### config.mk
export PLATFORM = sky130hd
export DESIGN_NAME = brs_reset_ctrl
export DESIGN_NICKNAME = d
export VERILOG_FILES = /design/src/brs_reset_ctrl.v /design/src/brs_pin_sync.v
export VERILOG_INCLUDE_DIRS = /design/src
export SDC_FILE = /design/constraint.sdc
export NUM_CORES = 1
export LEC_CHECK = 0
export BUFFER_PORTS_ARGS = -buffer_cell sky130_fd_sc_hd__clkbuf_2
export CORE_MARGIN = 1.5
export CORE_UTILIZATION = 52
export DETAILED_ROUTE_END_ITERATION = 12
export PLACE_DENSITY_LB_ADDON = 0.2
export SYNTH_ARGS = -nofsm -noshare
export SYNTH_HDL_FRONTEND = slang
export SYNTH_SLANG_ARGS = --single-unit
### constraint.sdc
create_clock -name clk -period 3.3 [get_ports clk]
set_input_delay 0.66 -clock clk [delete_from_list [all_inputs] [get_ports clk]]
set_output_delay 0.66 -clock clk [all_outputs]
set_load 0.01 [all_outputs]
### src/brs_defines.vh
// Purpose: constants for the bus reset and suspend control block
// Assumes: one clock (bus clock), synchronous active-low resetn
// Notes:   reset levels are those of the register bank
`ifndef BRS_DEFINES_VH
`define BRS_DEFINES_VH
`define BRS_REG_W        8
`define BRS_REG_RST      8'h00
`define BRS_SYNC_STAGES  3
`define BRS_ST_RESET     3'h1
`define BRS_ST_HOLD      3'h2
`define BRS_ST_RUN       3'h4
`endif

### src/brs_reset_ctrl.v
// Purpose: reset and suspend gating for a bus-attached controller core
// Assumes: clk is the bus clock; reset pins are active low, asynchronous
// Notes:   core registers live here; core writes them via wr_en/wr_data
`timescale 1ns/1ps
`default_nettype none
`include "brs_defines.vh"
module brs_reset_ctrl
#(
    parameter REG_W = `BRS_REG_W
)
(
    // clock and reset
    input  wire             clk,
    input  wire             resetn,
    // reset and suspend pins, active low reset, active high suspend
    input  wire             global_reset_in_n,
    input  wire             bus_reset_in_n,
    input  wire             suspend_in,
    // core register write port
    input  wire             wr_en,
    input  wire [REG_W-1:0] wr_data,
    // core facing results
    output reg  [REG_W-1:0] reg_q,
    output reg              core_run,
    output reg              out_enable,
    output reg              regs_preserved
);
    localparam ST_RESET = `BRS_ST_RESET;
    localparam ST_HOLD  = `BRS_ST_HOLD;
    localparam ST_RUN   = `BRS_ST_RUN;

    wire glob_n_s;
    wire busr_n_s;
    wire susp_s;
    reg  [2:0]       state_r;
    reg  [2:0]       state_nxt;
    reg  [REG_W-1:0] reg_nxt;

    // pins sampled on rising bus clock
    brs_pin_sync #(.RST_VAL(1'b0)) u_glob
    (
        .clk       (clk),
        .resetn    (resetn),
        .pin_in    (global_reset_in_n),
        .level_out (glob_n_s)
    );
    brs_pin_sync #(.RST_VAL(1'b0)) u_busr
    (
        .clk       (clk),
        .resetn    (resetn),
        .pin_in    (bus_reset_in_n),
        .level_out (busr_n_s)
    );
    brs_pin_sync #(.RST_VAL(1'b0)) u_susp
    (
        .clk       (clk),
        .resetn    (resetn),
        .pin_in    (suspend_in),
        .level_out (susp_s)
    );

    always @*
    begin
        state_nxt = state_r;
        case (state_r)
            ST_RESET:
            begin
                if (glob_n_s && busr_n_s)
                    state_nxt = ST_RUN;
                else if (glob_n_s && susp_s)
                    state_nxt = ST_HOLD;
            end
            ST_HOLD:
            begin
                if (!glob_n_s)
                    state_nxt = ST_RESET;
                else if (busr_n_s)
                    state_nxt = ST_RUN;
                else if (!susp_s)
                    state_nxt = ST_RESET;
            end
            ST_RUN:
            begin
                if (!glob_n_s)
                    state_nxt = ST_RESET;
                else if (!busr_n_s)
                    state_nxt = susp_s ? ST_HOLD : ST_RESET;
            end
            default:
                state_nxt = ST_RESET;
        endcase
    end

    always @*
    begin
        reg_nxt = reg_q;
        if (!glob_n_s)
            reg_nxt = `BRS_REG_RST;
        else if (!busr_n_s && !susp_s)
            reg_nxt = `BRS_REG_RST;
        else if (!busr_n_s)
            reg_nxt = reg_q;
        else if (wr_en && state_r == ST_RUN)
            reg_nxt = wr_data;
    end

    always @(posedge clk)
    begin
        if (!resetn)
        begin
            state_r        <= ST_RESET;
            reg_q          <= `BRS_REG_RST;
            core_run       <= 1'b0;
            out_enable     <= 1'b0;
            regs_preserved <= 1'b0;
        end
        else
        begin
            state_r        <= state_nxt;
            reg_q          <= reg_nxt;
            core_run       <= (state_nxt == ST_RUN);
            out_enable     <= (state_nxt == ST_RUN);
            regs_preserved <= (state_nxt == ST_HOLD);
        end
    end
endmodule // brs_reset_ctrl
`default_nettype wire

### src/brs_pin_sync.v
// Purpose: three-stage pin synchroniser with agreement filter
// Assumes: input arrives asynchronously to clk
// Notes:   stage one is read only by stage two
`timescale 1ns/1ps
`default_nettype none
`include "brs_defines.vh"
module brs_pin_sync
#(
    parameter RST_VAL = 1'b0
)
(
    // clock and reset
    input  wire clk,
    input  wire resetn,
    // pin and filtered level
    input  wire pin_in,
    output reg  level_out
);
    reg s1_r;
    reg s2_r;
    reg s3_r;

    always @(posedge clk)
    begin
        if (!resetn)
        begin
            s1_r      <= RST_VAL;
            s2_r      <= RST_VAL;
            s3_r      <= RST_VAL;
            level_out <= RST_VAL;
        end
        else
        begin
            s1_r <= pin_in;
            s2_r <= s1_r;
            s3_r <= s2_r;
            // change counts only once two late stages agree
            if (s2_r == s3_r)
                level_out <= s3_r;
        end
    end
endmodule // brs_pin_sync
`default_nettype wire

[Word-level counts from Yosys, hierarchy flattened]
Index checks and enable logic that the tools add are counted.
Cells by class
  bitwise gates (word level): 2
  reductions and logical operators: 8
  equality and inequality tests: 8
  mux-type cells: 9
Operators by type and width (count)
  3-bit two-way mux: 7
  3-bit one-hot mux with 3 select lines: 1
  3-bit by 2-bit equality test with 1-bit output (second input constant): 2
  3-bit equality test (second input constant): 2
  1-bit logical AND: 4
  1-bit equality test: 3
  3-bit by 1-bit equality test with 1-bit output (second input constant): 1
  3-bit OR reduction: 1
  1-bit zero test: 2
  2-bit two-way mux: 1
  1-bit NOT: 2
  2-bit AND reduction: 1
Word-level totals
  register bits after elaboration: 25
  logic and storage cells: 43

[Longest topological paths before layout]
  depth in word-level cells: 5
  mapped depth: 6
  mapped depth without buffers: 3

[By module]
A second synthesis with hierarchy kept.
Second synthesis, totals
  cell total of the unflattened synthesis: 83
  area total of the unflattened synthesis: 869.6 um2
By module, submodules not included
  brs_reset_ctrl: cells an instance 53, area each 520.5 um2, times used 1
  brs_pin_sync: cells an instance 10, area each 116.4 um2, times used 3

[Worst setup path after synthesis]
OpenSTA, ideal clock, no wires.
  path kind: input to register
  from: input port resetn
  to: register reg_q[6]
  arrival: 1124 ps
  library setup time: 127 ps
  stages on the path: 5
  setup slack: 2049 ps
  path through: o211a_1 buf_6 buf_8 nand2_1 mux2i_1
Between the ends
  longest elaborated chain between the ends: 2
Ends and longest elaborated chain
  from (decl): RTL line brs_reset_ctrl.v:14  | input wire resetn,
  1-bit NOT (no source line)
  3-bit OR reduction (no source line)
  to (signal assigned): RTL line brs_reset_ctrl.v:112  | reg_q <= `BRS_REG_RST;
  to (signal assigned): RTL line brs_reset_ctrl.v:120  | reg_q <= reg_nxt;
  to (decl): RTL line brs_reset_ctrl.v:23  | output reg [REG_W-1:0] reg_q,
No other way between the ends.
A chain may end at the register's enable or synchronous reset.

[Final worst setup path]
  from: register reg_q[4]
  to: output port reg_q[4]
No word-level cell between the ends.

==> metrics.txt <==
Worst Path Buf+Inv 1; area share of the largest cell type after synthesis a little under three fifths; Ys Warns 0; DPL Wire Length ~900 um; part of the power in registers 67.8%; post-synthesis cell type count 18; Reg2Reg Capture Point reg_q[6]; post-CTS setup buffer count 0; syn nets 98; max-capacitance violation count 0; crit end category output pin; CTS H-tree depth 1; area grow syn2layout 13.6%; hold endpoint u_susp.s2_r; initial antenna violation count 0; Post-CTS Hold Fix Bufs 0; fillers 143; final count of hold timing violations 0; average cell area after synthesis 10.4 um^2; CTS tree yes; CTS root buf clkbuf_4; Final nets 122; Post-Syn Instances 84; Setup WS post-layout about 1.8 ns; VDD IR max 0.000277 V; area of the multi-input gates approximately 320 um^2; flops & latches, synth 25; cell leakage power roughly 0.47 nW; Worst-path clk slew 0.13 ns; first-pass GRT wire length 2120 um; Netlist Area Pre-Place 877 um^2; minimum clock period 1.47 ns; pwr dens 456 mW/mm^2; Starting Density 56.9%; Rows 14; post-DR vias/cell 4.86; final setup skew 0.00651 ns; Startpoint Class flip-flop; worst path cell trace clkbuf_2; vias in the first global route 536; CTS Buf Count 3; Max Freq approximately 680 MHz; Clock Path Buffers 2; GRT Overall Usage 15.5%; Seq/Total Area, Yosys 57.1%; final setup TNS 0 ns; post-synth top area cell dfxtp_1; Max Slew Vio Count 0; Clock Latency Late Sink 0.32 ns; routed len/inst 10.1 um; crit path DAT 0.81 ns; Resized Gates After CTS 0; share of layout cells above drive strength 1 27.1%; top cells by area, synth dfxtp_1 (57%), mux2i_1 (9.1%), nand2_1 (8.1%); core area 0.00154 mm^2; grt total ovfl 0; maximum fanout along the worst path 2; Worst EP required approximately 2.6 ns; Ant. Diodes 0; clk sinks 25; Register Area ~500 um^2; Clock Power Share 29.5%; Post-Place Worst Slack 1.64 ns; Die ar. between 0.0015 and 0.002 mm^2; status complete, no violations; Vias 598; Hold Path Class flip-flop to flip-flop; r2r startpoint u_busr.level_out; r2r setup slk about 2 ns; slowest cell on the critical path dfxtp_1; slowest cell delay on critical path approximately 0.36 ns; WHS Path Cells 1; routability cong. 0.663; Cell Int Power roughly 0.36 mW; max_slew headroom 69.7%; DRC errors left 0; RSZ-0062 raised after global routing false; Top delay family on crit path flip-flops; period utilization between 40 and 50%; Net Sw Frac 20.8%; Worst Setup Path Type flip-flop to output pin; # port buffers 24; Psw 0.0945 mW; Comb pwr share 2.7%; I/O Pins 25; DR iter-0 viols 8; largest net degree at the start of global routing 18; final setup vio count 0; DRT Pass-1 Iters 4; worst r2r path cells 3; die width 44.1 um; post-route ant nets 0; hold_sp u_susp.s1_r; die height 44.1 um; routed wire length around 1200 um; Slew @ Worst Pin 0.454 ns
power groups by stage:
| stage | clock network, mW | registers [mW] | logic, mW |
|---|---|---|---|
| after floorplan | 0 | 0.314 | 0.00454 |
| after global placement | 0 | 0.314 | 0.0123 |
| after detailed placement | 0 | 0.315 | 0.0126 |
| after CTS | 0.140 | 0.308 | 0.0127 |
| after global routing | 0.148 | 0.309 | 0.0140 |
| final | 0.134 | 0.308 | 0.0125 |
worst register-to-register path, stage by stage (launching register included):
cell and delay (ns):
dfxtp_1 0.48, o211a_1 0.49, nand2_1 0.10, mux2i_1 0.14
flip-flops by register name, summed over array words and instances, names as in the netlist:
register / cells
out_enable: 1
reg_q: 8
regs_preserved: 1
state_r: 3
u_busr.level_out: 1
u_busr.s1_r: 1
u_busr.s2_r: 1
u_busr.s3_r: 1
u_glob.level_out: 1
u_glob.s1_r: 1
u_glob.s2_r: 1
u_glob.s3_r: 1
u_susp.level_out: 1
u_susp.s1_r: 1
u_susp.s2_r: 1
u_susp.s3_r: 1
metrics by stage:
| stage | utilization [%] | cells | total power [mW] | hold WS (ns) | area (um^2) |
|---|---|---|---|---|---|
| after floorplan | - | 84 | 0.319 | 0.412 | 877 |
| after global placement | 62.8 | 119 | 0.327 | 0.414 | 968 |
| after detailed placement | 62.8 | 119 | 0.327 | 0.426 | 968 |
| after CTS | 64.6 | 123 | 0.460 | 0.458 | 996 |
| after global routing | 64.6 | 123 | 0.471 | 0.484 | 996 |
| final | 64.6 | 123 | 0.454 | 0.455 | 996 |
synthesized netlist by cell type:
master     number
dfxtp_1        25
nand2_1        19
and2_1          9
mux2i_1         8
o21ai_0         4
a21boi_0        3
nor2_1          3
buf_6           2
nor3b_1         2
buf_4           1
buf_8           1
clkbuf_1        1
inv_1           1
nand4_2         1
o2111ai_1       1
o211a_1         1
o211ai_1        1
xor2_1          1
layout make-up:
class | instances | area share, %
Inverter | 1 | 0.377
Multi-Input combinational cell | 53 | 32.5
Clock buffer | 3 | 2.26
Tap cell | 16 | 2.01
Timing Repair Buffer | 24 | 12.1
Sequential cell | 25 | 50.3
Clock inverter | 1 | 0.503
metal layers:
layer	vias to the layer above	global-route usage, %	part of all wire (%)
met1	256	19.0	48
met5	-	0	0
met3	4	2.45	5.5
met2	18	23.8	45
li1	320	-	-
met4	0	12.7	1.8
worst max-delay path by stage:
| stage | to | from | depth (start not counted) | slack [ns] |
|---|---|---|---|---|
| floorplan | reg_q[6] | resetn | 5 | 2.05 |
| global placement | reg_q[3] | resetn | 4 | 1.67 |
| detailed placement | reg_q[6] | resetn | 4 | 1.64 |
| CTS | reg_q[4] | reg_q[4] | 1 | 1.82 |
| global route | reg_q[6] | resetn | 4 | 1.79 |
| finish | reg_q[4] | reg_q[4] | 1 | 1.83 |
kinds of logic after synthesis:
family                    synth area share [%]
muxes                                     9.13
buffers and inverters                     5.99
xor gates and xnor gates                 0.999
AOI/OAI and AO/OA                         7.85
and+or+nand+nor                           19.0
DFF                                       57.1
cell usage in the layout, fill, tap and decap left out, types with 2 or more instances in the layout:
master,count
mux2i_1,8
nor2_1,3
dfxtp_1,25
o21ai_0,4
nand2_1,19
clkbuf_4,3
a21boi_0,3
and2_1,9
clkbuf_2,24
nor3b_1,2
Power figures use the tool's default switching activity.
